<file path="src/cgen_defines.svh">
// register map, field positions and reset values of the complementary generator
`ifndef CGEN_DEFINES_SVH
`define CGEN_DEFINES_SVH
`define OFF_CTRL0 8'h00
`define OFF_CTRL1 8'h04
`define OFF_RSRC 8'h08
`define OFF_RSENSE 8'h0C
`define OFF_FSRC 8'h10
`define OFF_FSENSE 8'h14
`define OFF_SDSRC 8'h18
`define OFF_SDCTRL 8'h1C
`define OFF_OVR 8'h20
`define OFF_STEER 8'h24
`define OFF_RDB 8'h28
`define OFF_FDB 8'h2C
`define OFF_RBK 8'h30
`define OFF_FBK 8'h34
`define OFF_RPH 8'h38
`define OFF_FPH 8'h3C
`define OFF_STATUS 8'h40
`define EN_BIT 7
`define CS_HI 4
`define CS_LO 3
`define MD_HI 2
`define MD_LO 0
`define RDBS_BIT 7
`define FDBS_BIT 6
`define POL_HI 3
`define POL_LO 0
`define RESTART_BIT 7
`define SDCLR_BIT 0
`define SDATA_HI 7
`define SDATA_LO 4
`define SEN_HI 3
`define SEN_LO 0
`define BYTE_W 8
`define TIMER_W 6
`define NSRC 8
`define NOUT 4
`define OVR_W 2
`define REG_RST 8'h00
`define INSTR_LAST 2'h3
`define RD_PAD 24'h000000
`endif

</file>
<file path="src/cgen_pkg.sv">
// types shared by the complementary generator modules
`include "cgen_defines.svh"
package cgen_pkg;
	typedef enum logic [2:0] {
		MD_STEER = 3'h0,
		MD_SYNC_STEER = 3'h1,
		MD_FB_FWD = 3'h2,
		MD_FB_REV = 3'h3,
		MD_HALF = 3'h4,
		MD_PUSH = 3'h5
	} mode_t;
	typedef enum logic [1:0] {ST_OFF = 2'h0, ST_RPH = 2'h1, ST_ON = 2'h3, ST_FPH = 2'h2} phase_t;
	typedef enum logic [1:0] {OVR_INACT = 2'h0, OVR_HIZ = 2'h1, OVR_LOW = 2'h2, OVR_HIGH = 2'h3} ovr_t;
	typedef enum logic [1:0] {CS_OSC = 2'h0, CS_INSTR = 2'h1, CS_SYS = 2'h2} clk_sel_t;
	typedef struct packed {
		logic cyc;
		logic stb;
		logic we;
		logic [`BYTE_W-1:0] adr;
		logic [3:0] sel;
		logic [31:0] dat;
	} wb_req_t;
	typedef struct packed {
		logic ack;
		logic [31:0] dat;
	} wb_rsp_t;
	typedef struct packed {
		logic [`NOUT-1:0] out;
		logic [`NOUT-1:0] oe;
	} drive_t;
	typedef struct packed {
		logic en;
		logic [1:0] cs;
		logic [2:0] md;
		logic rdbs;
		logic fdbs;
		logic [`NOUT-1:0] pol;
		logic [`NSRC-1:0] rsrc;
		logic [`NSRC-1:0] rsense;
		logic [`NSRC-1:0] fsrc;
		logic [`NSRC-1:0] fsense;
		logic [`NSRC-1:0] sdsrc;
		logic restart;
		logic [`BYTE_W-1:0] ovr;
		logic [`NOUT-1:0] sdata;
		logic [`NOUT-1:0] sen;
		logic [`TIMER_W-1:0] rdb;
		logic [`TIMER_W-1:0] fdb;
		logic [`TIMER_W-1:0] rbk;
		logic [`TIMER_W-1:0] fbk;
		logic [`TIMER_W-1:0] rph;
		logic [`TIMER_W-1:0] fph;
	} regs_t;
	typedef struct packed {
		regs_t regs;
		phase_t phase;
		logic ack;
		logic [`BYTE_W-1:0] rdat;
		logic [1:0] div;
		logic osc1;
		logic osc2;
		logic osc_prev;
		logic shut;
		logic pair;
		logic [`NOUT-1:0] str_sync;
		logic last_dir;
		logic dchg;
		drive_t drv;
	} top_state_t;
endpackage : cgen_pkg

</file>
<file path="src/event_detect.sv">
// synchronised, selectable edge or level detection of a group of event sources
`timescale 1ns/1ps
`default_nettype none
`include "cgen_defines.svh"
module event_detect #(
	parameter int N = `NSRC,
	parameter bit FALL = 1'b0
) (
	input wire logic clk,
	input wire logic rst,
	input wire logic [N-1:0] src,
	input wire logic [N-1:0] sel,
	input wire logic [N-1:0] sense,
	output logic evt
);
	typedef struct packed {
		logic [N-1:0] s1;
		logic [N-1:0] s2;
		logic [N-1:0] prev;
	} ed_state_t;
	ed_state_t st;
	ed_state_t next_st;
	logic [N-1:0] lvl;
	logic [N-1:0] edg;
	always_comb begin
		next_st.s1 = src;
		next_st.s2 = st.s1;
		next_st.prev = st.s2;
	end
	always_ff @(posedge clk) begin
		if (rst) begin
			st <= '0;
		end else begin
			st <= next_st;
		end
	end
	// falling sources are active on the high-to-low side
	assign lvl = FALL ? ~st.s2 : st.s2;
	assign edg = FALL ? (st.prev & ~st.s2) : (st.s2 & ~st.prev);
	assign evt = |(sel & ((sense & edg) | (~sense & lvl)));
endmodule : event_detect
`default_nettype wire

</file>
<file path="src/delay_timer.sv">
// down-counter for phase delay, blanking and dead-band times
`timescale 1ns/1ps
`default_nettype none
`include "cgen_defines.svh"
module delay_timer #(
	parameter int W = `TIMER_W
) (
	input wire logic clk,
	input wire logic rst,
	input wire logic start,
	input wire logic [W-1:0] load,
	input wire logic tick,
	output logic busy
);
	typedef struct packed {
		logic [W-1:0] cnt;
	} dt_state_t;
	dt_state_t st;
	dt_state_t next_st;
	always_comb begin
		next_st = st;
		if (start) begin
			next_st.cnt = load;
		end else if (tick && st.cnt != '0) begin
			next_st.cnt = st.cnt - 1'b1;
		end
	end
	always_ff @(posedge clk) begin
		if (rst) begin
			st <= '0;
		end else begin
			st <= next_st;
		end
	end
	// registered only, so starts never loop back combinationally
	assign busy = (st.cnt != '0);
endmodule : delay_timer
`default_nettype wire

</file>
<file path="src/complementary_gen.sv">
// complementary output generator with wishbone register slave
// Function
// - rising event sets the period, rising-to-falling interval sets the duty
// - events come from shared or separate sources, synchronous or not
// - phase, blanking and dead-band run on module clock; dead-band may bypass it
// - four outputs a to d, waveform chosen by three-bit mode field
// - mode 000 steers one pwm to any outputs, next cycle after write
// - mode 001 steering change applies at first rising event after write
// - synchronous steered mode applies static data immediately
// - full-bridge: two outputs active, one modulated, one held on
// - full-bridge direction change delays modulated output by dead-band
// - mode 010 modulates output d and holds output a on
// - mode 011 modulates output b and holds output c on
// - mode 100 makes a complementary pair matching the input pwm
// - half-bridge delays each turn-on after the other turn-off
// - half-bridge primary on a and/or c, complement on b and/or d
// - push-pull alternates output pairs on every period
// - push-pull: c follows a, d follows b, rising to falling
// - optional blanking of falling after rise, rising after fall
// - optional phase delay after each event, rise and fall set apart
// - selected shutdown sources end active drive; auto-restart option
// - shutdown forces each output (in steering modes each steered one) high, low, inactive or high-z
// - per-source edge or level sensing of rising and falling sources, per-output polarity
// - set sense bit means edge, clear means level; sources ored
// - disabled or just enabled: primary inactive, complementary active
// - module clock chosen from fast oscillator, instruction or system clock
// - falling event clears primary, starts blanking and phase delay, then dead-band, then complement
`timescale 1ns/1ps
`default_nettype none
`include "cgen_defines.svh"
module complementary_gen (
	input wire logic clk,
	input wire logic rst,
	input wire cgen_pkg::wb_req_t wb_req,
	output var cgen_pkg::wb_rsp_t wb_rsp,
	input wire logic [`NSRC-1:0] rise_src,
	input wire logic [`NSRC-1:0] fall_src,
	input wire logic [`NSRC-1:0] sd_src,
	input wire logic osc_tick,
	output var cgen_pkg::drive_t drive
);
	localparam int T_RPH = 0;
	localparam int T_FPH = 1;
	localparam int T_RBK = 2;
	localparam int T_FBK = 3;
	localparam int T_RDB = 4;
	localparam int T_FDB = 5;
	localparam int NT = 6;
	cgen_pkg::top_state_t st;
	cgen_pkg::top_state_t next_st;
	logic req;
	logic wr;
	logic [`BYTE_W-1:0] wd;
	logic r_evt;
	logic f_evt;
	logic sd_evt;
	logic mtick;
	logic sw_clr;
	logic rise_trig;
	logic fall_trig;
	logic fb;
	logic dir;
	logic pwm;
	logic prim;
	logic comp;
	logic modul;
	logic [`NOUT-1:0] steer_en;
	logic [`NOUT-1:0] lo;
	logic [`NOUT-1:0] apply;
	logic [NT-1:0] t_start;
	logic [NT-1:0] t_busy;
	logic [NT-1:0] t_tick;
	logic [`TIMER_W-1:0] t_load [NT];
	assign req = wb_req.cyc & wb_req.stb & ~st.ack;
	// write lands on the ack edge, where the master takes its answer
	assign wr = wb_req.cyc & wb_req.stb & st.ack & wb_req.we & wb_req.sel[0];
	assign wd = wb_req.dat[`BYTE_W-1:0];
	assign wb_rsp.ack = st.ack;
	assign wb_rsp.dat = {`RD_PAD, st.rdat};
	assign drive = st.drv;

	// sources are synchronised inside, so async inputs are safe
	event_detect #(.N(`NSRC), .FALL(1'b0)) u_rise (
		.clk(clk),
		.rst(rst),
		.src(rise_src),
		.sel(st.regs.rsrc),
		.sense(st.regs.rsense),
		.evt(r_evt)
	);
	event_detect #(.N(`NSRC), .FALL(1'b1)) u_fall (
		.clk(clk),
		.rst(rst),
		.src(fall_src),
		.sel(st.regs.fsrc),
		.sense(st.regs.fsense),
		.evt(f_evt)
	);
	// shutdown sources are level sensed only
	event_detect #(.N(`NSRC), .FALL(1'b0)) u_shut (
		.clk(clk),
		.rst(rst),
		.src(sd_src),
		.sel(st.regs.sdsrc),
		.sense({`NSRC{1'b0}}),
		.evt(sd_evt)
	);

	assign t_load[T_RPH] = st.regs.rph;
	assign t_load[T_FPH] = st.regs.fph;
	assign t_load[T_RBK] = st.regs.rbk;
	assign t_load[T_FBK] = st.regs.fbk;
	assign t_load[T_RDB] = st.regs.rdb;
	assign t_load[T_FDB] = st.regs.fdb;

	for (genvar g = 0; g < NT; g++) begin : g_tmr
		delay_timer #(.W(`TIMER_W)) u_tmr (
			.clk(clk),
			.rst(rst),
			.start(t_start[g]),
			.load(t_load[g]),
			.tick(t_tick[g]),
			.busy(t_busy[g])
		);
	end

	always_comb begin
		next_st = st;
		t_start = '0;
		sw_clr = 1'b0;
		lo = '0;
		apply = {`NOUT{1'b1}};
		// module clock as a tick; the fast oscillator arrives as a synced toggle
		case (st.regs.cs)
			cgen_pkg::CS_OSC: mtick = st.osc2 & ~st.osc_prev;
			cgen_pkg::CS_INSTR: mtick = (st.div == `INSTR_LAST);
			default: mtick = 1'b1;
		endcase
		// delay-chain option counts at system rate, independent of the selection
		t_tick = {NT{mtick}};
		t_tick[T_RDB] = st.regs.rdbs | mtick;
		t_tick[T_FDB] = st.regs.fdbs | mtick;
		next_st.osc1 = osc_tick;
		next_st.osc2 = st.osc1;
		next_st.osc_prev = st.osc2;
		next_st.div = st.div + 1'b1;

		next_st.ack = req;
		if (req) begin
			case (wb_req.adr)
				`OFF_CTRL0: next_st.rdat = {st.regs.en, 1'b0, 1'b0, st.regs.cs, st.regs.md};
				`OFF_CTRL1: next_st.rdat = {st.regs.rdbs, st.regs.fdbs, 1'b0, 1'b0, st.regs.pol};
				`OFF_RSRC: next_st.rdat = st.regs.rsrc;
				`OFF_RSENSE: next_st.rdat = st.regs.rsense;
				`OFF_FSRC: next_st.rdat = st.regs.fsrc;
				`OFF_FSENSE: next_st.rdat = st.regs.fsense;
				`OFF_SDSRC: next_st.rdat = st.regs.sdsrc;
				`OFF_SDCTRL: next_st.rdat = {st.regs.restart, 7'h00};
				`OFF_OVR: next_st.rdat = st.regs.ovr;
				`OFF_STEER: next_st.rdat = {st.regs.sdata, st.regs.sen};
				`OFF_RDB: next_st.rdat = 8'(st.regs.rdb);
				`OFF_FDB: next_st.rdat = 8'(st.regs.fdb);
				`OFF_RBK: next_st.rdat = 8'(st.regs.rbk);
				`OFF_FBK: next_st.rdat = 8'(st.regs.fbk);
				`OFF_RPH: next_st.rdat = 8'(st.regs.rph);
				`OFF_FPH: next_st.rdat = 8'(st.regs.fph);
				`OFF_STATUS: next_st.rdat = {st.shut, 1'b0, st.phase, st.drv.out};
				default: next_st.rdat = `REG_RST;
			endcase
		end
		if (wr) begin
			case (wb_req.adr)
				`OFF_CTRL0: begin
					next_st.regs.en = wd[`EN_BIT];
					next_st.regs.cs = wd[`CS_HI:`CS_LO];
					next_st.regs.md = wd[`MD_HI:`MD_LO];
				end
				`OFF_CTRL1: begin
					next_st.regs.rdbs = wd[`RDBS_BIT];
					next_st.regs.fdbs = wd[`FDBS_BIT];
					next_st.regs.pol = wd[`POL_HI:`POL_LO];
				end
				`OFF_RSRC: next_st.regs.rsrc = wd;
				`OFF_RSENSE: next_st.regs.rsense = wd;
				`OFF_FSRC: next_st.regs.fsrc = wd;
				`OFF_FSENSE: next_st.regs.fsense = wd;
				`OFF_SDSRC: next_st.regs.sdsrc = wd;
				`OFF_SDCTRL: begin
					next_st.regs.restart = wd[`RESTART_BIT];
					sw_clr = wd[`SDCLR_BIT];
				end
				`OFF_OVR: next_st.regs.ovr = wd;
				`OFF_STEER: begin
					next_st.regs.sdata = wd[`SDATA_HI:`SDATA_LO];
					next_st.regs.sen = wd[`SEN_HI:`SEN_LO];
				end
				`OFF_RDB: next_st.regs.rdb = wd[`TIMER_W-1:0];
				`OFF_FDB: next_st.regs.fdb = wd[`TIMER_W-1:0];
				`OFF_RBK: next_st.regs.rbk = wd[`TIMER_W-1:0];
				`OFF_FBK: next_st.regs.fbk = wd[`TIMER_W-1:0];
				`OFF_RPH: next_st.regs.rph = wd[`TIMER_W-1:0];
				`OFF_FPH: next_st.regs.fph = wd[`TIMER_W-1:0];
				default: ;
			endcase
		end

		// blanking masks the opposite event
		rise_trig = r_evt & ~t_busy[T_RBK] & st.regs.en & ~st.shut;
		fall_trig = f_evt & ~t_busy[T_FBK] & st.regs.en;
		// set wins over any clear; restart needs sources gone and a rising event
		if (sd_evt) begin
			next_st.shut = 1'b1;
		end else if ((st.regs.restart & r_evt) | sw_clr) begin
			next_st.shut = 1'b0;
		end

		if (!st.regs.en || st.shut) begin
			next_st.phase = cgen_pkg::ST_OFF;
		end else begin
			unique case (st.phase)
				cgen_pkg::ST_OFF: begin
					if (rise_trig) begin
						next_st.phase = cgen_pkg::ST_RPH;
						t_start[T_RPH] = 1'b1;
					end
				end
				cgen_pkg::ST_RPH: begin
					if (fall_trig) begin
						next_st.phase = cgen_pkg::ST_FPH;
						t_start[T_FPH] = 1'b1;
						t_start[T_RBK] = 1'b1;
					end else if (!t_busy[T_RPH]) begin
						next_st.phase = cgen_pkg::ST_ON;
						t_start[T_RDB] = 1'b1;
						t_start[T_FBK] = 1'b1;
						next_st.pair = ~st.pair;
						next_st.str_sync = st.regs.sen;
					end
				end
				cgen_pkg::ST_ON: begin
					if (fall_trig) begin
						next_st.phase = cgen_pkg::ST_FPH;
						t_start[T_FPH] = 1'b1;
						t_start[T_RBK] = 1'b1;
					end
				end
				cgen_pkg::ST_FPH: begin
					if (!t_busy[T_FPH]) begin
						next_st.phase = cgen_pkg::ST_OFF;
						t_start[T_FDB] = 1'b1;
					end
				end
			endcase
		end

		// direction change in full-bridge restarts a dead-band on the new side
		fb = (st.regs.md == cgen_pkg::MD_FB_FWD) || (st.regs.md == cgen_pkg::MD_FB_REV);
		dir = st.regs.md[0];
		if (fb) begin
			next_st.last_dir = dir;
			if (dir != st.last_dir) begin
				next_st.dchg = 1'b1;
				if (dir) begin
					t_start[T_FDB] = 1'b1;
				end else begin
					t_start[T_RDB] = 1'b1;
				end
			end else if (st.dchg && !t_busy[T_RDB] && !t_busy[T_FDB]) begin
				next_st.dchg = 1'b0;
			end
		end else begin
			next_st.dchg = 1'b0;
		end

		pwm = (st.phase == cgen_pkg::ST_ON);
		prim = pwm & ~t_busy[T_RDB];
		comp = ((st.phase == cgen_pkg::ST_OFF) || (st.phase == cgen_pkg::ST_RPH)) & ~t_busy[T_FDB];
		modul = pwm & ~st.dchg;
		// synchronous mode latches the enables; static data bypasses the latch
		steer_en = (st.regs.md == cgen_pkg::MD_STEER) ? st.regs.sen : st.str_sync;
		// bit order is {d, c, b, a}
		case (st.regs.md)
			cgen_pkg::MD_STEER, cgen_pkg::MD_SYNC_STEER: begin
				for (int i = 0; i < `NOUT; i++) begin
					lo[i] = steer_en[i] ? pwm : st.regs.sdata[i];
				end
				apply = steer_en;
			end
			cgen_pkg::MD_FB_FWD: lo = {modul, 1'b0, 1'b0, st.regs.en};
			cgen_pkg::MD_FB_REV: lo = {1'b0, st.regs.en, modul, 1'b0};
			cgen_pkg::MD_HALF: lo = {comp, prim, comp, prim} & st.regs.sen;
			cgen_pkg::MD_PUSH: lo = {pwm & st.pair, pwm & ~st.pair, pwm & st.pair, pwm & ~st.pair};
			default: lo = '0;
		endcase
		for (int i = 0; i < `NOUT; i++) begin
			next_st.drv.oe[i] = 1'b1;
			if (st.shut && apply[i]) begin
				unique case (cgen_pkg::ovr_t'(st.regs.ovr[`OVR_W*i +: `OVR_W]))
					cgen_pkg::OVR_INACT: next_st.drv.out[i] = st.regs.pol[i];
					cgen_pkg::OVR_HIZ: begin
						next_st.drv.out[i] = 1'b0;
						next_st.drv.oe[i] = 1'b0;
					end
					cgen_pkg::OVR_LOW: next_st.drv.out[i] = 1'b0;
					cgen_pkg::OVR_HIGH: next_st.drv.out[i] = 1'b1;
				endcase
			end else begin
				// polarity last, so every mode shares one inversion point
				next_st.drv.out[i] = lo[i] ^ st.regs.pol[i];
			end
		end
	end

	always_ff @(posedge clk) begin
		if (rst) begin
			st <= '0;
		end else begin
			st <= next_st;
		end
	end
endmodule : complementary_gen
`default_nettype wire

</file>
<file path="config.mk">
export PLATFORM = sky130hd
export DESIGN_NAME = complementary_gen
export DESIGN_NICKNAME = d
export VERILOG_FILES = /design/src/cgen_pkg.sv /design/src/event_detect.sv /design/src/delay_timer.sv /design/src/complementary_gen.sv
export VERILOG_INCLUDE_DIRS = /design/src
export SDC_FILE = /design/constraint.sdc
export NUM_CORES = 1
export LEC_CHECK = 0
export BUFFER_PORTS_ARGS = -buffer_cell sky130_fd_sc_hd__buf_2
export CAP_MARGIN = 20
export CORE_UTILIZATION = 35
export CTS_BUF_LIST = sky130_fd_sc_hd__clkbuf_2 sky130_fd_sc_hd__clkbuf_4 sky130_fd_sc_hd__clkbuf_8
export DETAILED_ROUTE_END_ITERATION = 8
export GPL_ROUTABILITY_DRIVEN = 0
export SLEW_MARGIN = 20
export SYNTH_ARGS = -nofsm -noshare
export SYNTH_HDL_FRONTEND = slang
export SYNTH_SLANG_ARGS = --single-unit
</file>
<file path="constraint.sdc">
create_clock -name clk -period 2.95 [get_ports clk]
set_input_delay 0 -clock clk [delete_from_list [all_inputs] [get_ports clk]]
set_output_delay 0 -clock clk [all_outputs]
set_load 0.005 [all_outputs]
</file>
**Word-level counts from Yosys, hierarchy flattened**

Cells that the tools add are included.

- Word-level logic and storage cells: 284
- Register bits after elaboration: 237
- Input bits: 74

- Reduce and logical (&&, ||, !) cells: 69
- Add/sub/neg operators: 7
- Bitwise gates (word level): 53
- Equality and inequality tests: 43
- Mux-type cells: 63

Operators by type and width:

| kind | number |
|---|---|
| $pmux 8 s17 | 1 |
| $mux 6 | 13 |
| $and 8x8->8 | 9 |
| $eq 8x6->1 const B | 8 |
| $reduce_bool 6->1 | 6 |
| $sub 6x1->6 const B | 6 |
| $eq 8x5->1 const B | 4 |
| $not 8->8 | 4 |
| $reduce_and 2->1 | 16 |
| $mux 1 | 28 |
| $mux 2 | 12 |
| $reduce_or 8->1 | 3 |
| $eq 2x2->1 const B | 11 |
| $pmux 4 s5 | 1 |
| $and 1x1->1 | 17 |
| $eq 8x4->1 const B | 2 |
| $or 8x8->8 | 2 |
| $reduce_bool 2->1 | 8 |
| $reduce_or 2->1 | 8 |
| $not 1->1 | 13 |
| $eq 2x1->1 const B | 6 |
| $logic_and 1x1->1 | 12 |
| $logic_not 2->1 | 6 |
| $pmux 1 s3 | 4 |
| other kinds (20) | 35 |

**Logic depth before layout (Yosys ltp)**

- Depth in word-level cells: 16
- Mapped depth: 9

**Hierarchy**

From an unflattened synthesis, not the netlist that was laid out.

- Cells, all modules: 1393
- Area, all modules: 11746.3 sq um

Modules (own cells, without submodules):

| module | seq. area each (sq um) | cells an instance | times used | area an instance (sq um) |
|---|---|---|---|---|
| complementary_gen | 2742.6 | 900 | 1 | 7109.3 |
| delay_timer | 120.1 | 48 | 6 | 396.6 |
| event_detect at u_rise ... | 480.5 | 67 | 2 | 740.7 |
| event_detect at u_fall | 480.5 | 71 | 1 | 775.7 |

**Worst setup path after synthesis**

No wires, ideal clock.

- Kind: register to register
- Start: reg g_tmr[0].u_tmr.st[0] in the netlist's numbering
- End: reg g_tmr[3].u_tmr.st[1] in the netlist's numbering
- Period minus slack after synthesis: 2.093 ns
- Library setup time: 0.128 ns
- Stages on the path, launching flop included: 10
- Required time: 2.822 ns
- Data arrival time: 1.965 ns
- Path slack: 0.857 ns
- Cells stage by stage: dfxtp_1 > inv_1 > ha_1 > or3b_1 > or3_1 > nor3_1 > o21ai_2 > buf_6 > mux2i_1 > nor2_1

- Word-level cells in the longest chain between the ends: 6

Ends and longest elaborated chain:

| element | RTL line | source |
|---|---|---|
| start, declared | delay_timer.sv:18 | `dt_state_t st;` |
| start signal, assigned | delay_timer.sv:32 | `st <= next_st;` |
| $reduce_bool 6->1 (*) | delay_timer.sv:36 | `assign busy = (st.cnt != '0);` |
| $mux 2 (*) | complementary_gen.sv:232 | `end else if (!t_busy[T_RPH]) begin` |
| $mux 2 (*) | complementary_gen.sv:228 | `if (fall_trig) begin` |
| $mux 2 (*) | complementary_gen.sv:220 | `unique case (st.phase)` |
| $mux 6 (*) | complementary_gen.sv:217 | `if (!st.regs.en \|\| st.shut) begin` |
| $mux 6 or $reduce_bool 2->1 (tied branches) | n/a |  |
| end signal, assigned | delay_timer.sv:32 |  |
| end, declared | delay_timer.sv:18 |  |

Mark *: on every way between the ends. The rest lies on a longest branch, timed or not.
A chain may end at the register's enable or synchronous reset.

**Worst setup path after layout**

- Start: reg g_tmr[0].u_tmr.st[0] in the netlist's numbering
- End: reg g_tmr[4].u_tmr.st[1] in the netlist's numbering

- Word-level cells in the longest chain between the ends: 9

Ends and longest elaborated chain:

| element | RTL line | source |
|---|---|---|
| $reduce_bool 6->1 (*) | delay_timer.sv:36 |  |
| $mux 2 (*) | complementary_gen.sv:232 |  |
| $mux 2 (*) | complementary_gen.sv:228 |  |
| $mux 2 (*) | complementary_gen.sv:220 |  |
| $mux 6 (*) | complementary_gen.sv:217 |  |
| $mux 1 | complementary_gen.sv:263 | `if (dir) begin` |
| $mux 2 | complementary_gen.sv:261 | `if (dir != st.last_dir) begin` |
| $mux 2 (*) | complementary_gen.sv:259 | `if (fb) begin` |
| $mux 6 or $reduce_bool 2->1 (tied branches) | n/a |  |
| end signal, assigned | delay_timer.sv:32 |  |
| end, declared | delay_timer.sv:18 |  |

Marked as above.

==> flow_metrics.py <==
metrics = {
    "cts": {
        "cts.sink_count": 237,
        "clkTransAtPathRegs_ns": 0.06,
        "clock_tree.htree_level_count": 2,
        "clockBufferDepth": 3,
        "tritoncts_clock_tree": "built",
        "worstSkewPairLatency_ns": 0.57,
        "cts.root.buffer_cell": "clkbuf_8",
        "cts_made_buffers": 41,
        "post_cts_resized": 0,
    },
    "synth": {
        "largest_family_of_logic_cells_by_synthesized_area": "simple AND/OR/NAND/NOR gates",
        "synth-edff-count": 0,
        "synth.mux.area_fraction": 0.0515,
        "ys_seq_area_frac": 0.436,
        "syn-instance-count": 1286,
        "synth_area_um2": 10900,
        "ys_ff_latch": 237,
        "synth.lib_cells_used.distinct": 70,
        "arithmetic_cell_share_of_the_synthesized_area_counting_full_adders_half_adders_and_majority_gates": 0.0115,
        "synthDominantCellAreaShare": 0.436,
        "synth-simple-area-share": 0.243,
        "synth_compound_gate_area_share": 0.169,
        "yosys_most_used_dff": "dfxtp_1",
        "synthXorXnorAreaFrac": 0.0161,
        "synthesis.area_per_instance_um2": 8.46,
        "synth.top_cells.by_area": "dfxtp_1 44%, a21oi_1 6.1%, nand2_1 5.5%, nand3_1 5.4%, nor2b_1 4.7%",
        "ys_async_sr_fraction": 0,
        "ys_warn_count": 0,
        "synthDominantAreaCellType": "dfxtp_1",
    },
    "global_route": {
        "grt_overflow_total": 0,
        "grt_pass1_vias": 8888,
        "overall_track_demand_over_capacity_in_global_routing": 0.205,
        "antenna_found_initial": 0,
        "grt_pass1_wl_mm": 50.4,
        "grt_max_degree": 134,
    },
    "layout": {
        "fillerInstances": 3092,
        "share_of_post_route_cells_with_drive_strength_above_1": 0.159,
        "final_cell_area_um2": 12700,
        "areaGrowthSynthToFinish_pct": 16.7,
        "finish.net_count": 1441,
        "post-route-util": 0.415,
        "antenna_cells_inserted": 0,
    },
    "outcome": {
        "violations_in_the_final_reports": "hold timing",
        "result_of_the_run": "finished, violations left",
    },
    "die": {
        "chipWidth_um": 178,
        "area_inside_the_core_boundary_um2": 30600,
        "io-pin-count": 115,
        "design.die.area_um2": 31800,
        "start_util": 0.356,
        "rows": 64,
        "die-height_um": 178,
    },
    "sta": {
        "final_min_period_over_clock_period": 0.864,
        "hold_ws_ns": -0.00841,
        "fin_worst_skew_ns": 0.0413,
        "rsz_0062_raised_after_global_routing": "no",
        "relative_max_transition_margin": 0.333,
        "setup_viol": 0,
        "timing.final.max_slew_violations": 0,
        "timing.final.hold_violations": 2,
        "tightest_slew_ns": 1.00,
        "final.setup.tns_ns": 0,
        "fmaxAchievable_mhz": 392,
        "period_needed_ns": 2.55,
    },
    "detailed_routing": {
        "drt_pre_antenna_iters": 7,
        "detail_route.wl_per_cell_um": 18.1,
        "route.vias.total": 9696,
        "routed_via_density": 5.43,
        "dr.first_iter.drc_count": 943,
        "remaining_antenna_violation_count_after_routing": 0,
        "post-route-drc-count": 0,
        "detail_route.wirelength_mm": 32.3,
    },
    "worst_hold_path": {
        "hold-path-cell-count": 2,
        "worstHoldPathType": "input pin to register",
        "min_from": "rst",
        "whs_endpoint": "st[10]",
    },
    "place": {
        "buffer_ports.inserted": 63,
        "placement.cell_area_um2": 11400,
        "post-dp-hpwl_mm": 22.2,
    },
    "critical_path": {
        "critical_path_class": "register to register",
        "cp.arrival_ns": 2.99,
        "reg2reg_slack_ns": 0.40,
        "rr_worst_depth": 8,
        "worst_r2r_startpoint": "g_tmr[0].u_tmr.st[0]",
        "worst_setup_path_start_kind": "register",
        "end_kind": "register",
        "worst-path-max-fanout": 28,
        "crit-reg2reg-capture": "g_tmr[4].u_tmr.st[1]",
        "cp.required_ns": 3.39,
    },
    "power_and_ir_drop": {
        "powerDensity_nw_per_um2": 551,
        "static-leakage-power_nw": 4.65,
        "finalPower_w": 0.00701,
        "irDropWorstVdd_mv": 0.478,
    },
    "flow_run": {
        "maxCapViolations": 0,
    },
}
## worst max-delay path by stage
stage / startpoint / end / slack (ns) / cells past startpoint
floorplan: g_tmr[0].u_tmr.st[0] / g_tmr[3].u_tmr.st[1] / 0.86 / 9
global placement: g_tmr[3].u_tmr.st[2] / g_tmr[4].u_tmr.st[1] / 0.22 / 6
detailed placement: g_tmr[0].u_tmr.st[0] / g_tmr[4].u_tmr.st[1] / 0.38 / 8
CTS: g_tmr[0].u_tmr.st[0] / g_tmr[4].u_tmr.st[1] / 0.38 / 8
global route: g_tmr[0].u_tmr.st[0] / g_tmr[4].u_tmr.st[1] / 0.15 / 8
finish: g_tmr[0].u_tmr.st[0] / g_tmr[4].u_tmr.st[1] / 0.40 / 8
## what timing repair did
action | in CTS | in global routing
hold buffers | 35 | 0
hold endpoints to repair | 133 | 0
setup buffers | 0 | 0
## synth_stat cells, drive strengths merged, types with 6 or more instances
library cell  number
mux2i             38
nor2b             82
o32ai              7
xor2               6
or2                6
a22o              12
a21oi            133
nand3            117
a311oi             9
o211ai             7
a22oi              8
nor3              25
a211oi            24
xnor2             14
a31oi             13
nand2b            12
mux2              12
clkbuf            65
nor2              70
o21ai             22
nand2            160
inv               26
or3                7
a32o               7
and2               9
buf               63
nand4              7
dfxtp            237
nor4              12
ha                10
## worst max-delay path: stages (launching register included)
cell	delay, ns
dfxtp_1	0.31
inv_1	0.11
ha_1	0.19
or3b_1	0.39
or3_1	0.39
nor3_1	0.33
o21ai_4	0.30
and3_1	0.24
o21ba_2	0.19
## state kept, by name, indices dropped and copies added, names as in the netlist
name and count:
u_fall.st 8, u_rise.st 8, u_shut.next_st 8, wb_rsp 9, st 117, u_rise.next_st 8, u_shut.lvl 8, dir 1
g_tmr.u_tmr.st 36, u_rise.lvl 8, next_st 2, drive 8, u_fall.next_st 16
## placed cells by master (no fill, tap or decap), types with 21 or more instances in the layout
cell / instances
a21oi_1: 133
buf_2: 62
buf_4: 35
clkbuf_8: 59
conb_1: 24
dfxtp_1: 237
dlygate4sd3_1: 35
inv_1: 26
mux2i_1: 38
nand2_1: 159
nand3_1: 117
nor2_1: 67
nor2b_1: 82
nor3_1: 24
o21ai_0: 21
## area by class of cell
cell class              count  area, um2  share of cell area
multi-input cells         918       5470               0.431
clock buffers              65        857              0.0675
well taps                 396        495              0.0390
clock inverters             9        105             0.00827
inverters                  26       97.6             0.00768
repair buffers            133        935              0.0736
flip-flops and latches    237       4740               0.373
## metrics by stage
stage | hold slack (ns) | worst slack (ns) | instances
2_1_floorplan | 0.128 | 0.857 | 1309
3_3_place_gp | 0.207 | 0.223 | 1675
6_report | -0.00841 | 0.400 | 1784
4_1_cts | 0.00619 | 0.377 | 1784
5_1_grt | 0.0340 | 0.146 | 1784
3_5_place_dp | 0.213 | 0.385 | 1675
## metal layers
layer  part of all wire  GRT usage
met2               0.46      0.324
met1               0.42      0.275
met5                  0          0
met4              0.030     0.0816
met3              0.089     0.0367
## logic make-up (layout without fill, tap and decap cells)
kind of cell               Yosys count  count (layout)
muxes                               52              52
adders and majority gates           10              10
and+or+nand+nor                    531             531
xor gates and xnor gates            20              20
other                                1              24
buffers and inverters              154             233
AOI/OAI and AO/OA                  281             281
DFF                                237             237
## power by group
group	total [W]	switching (W)	internal, W
registers	0.00326	0.0000132	0.00325
logic	0.000332	0.000213	0.000119
clock network	0.00341	0.00139	0.00203
total	0.00701	0.00161	0.00539
Note: power is estimated with default switching activity, not from simulation.
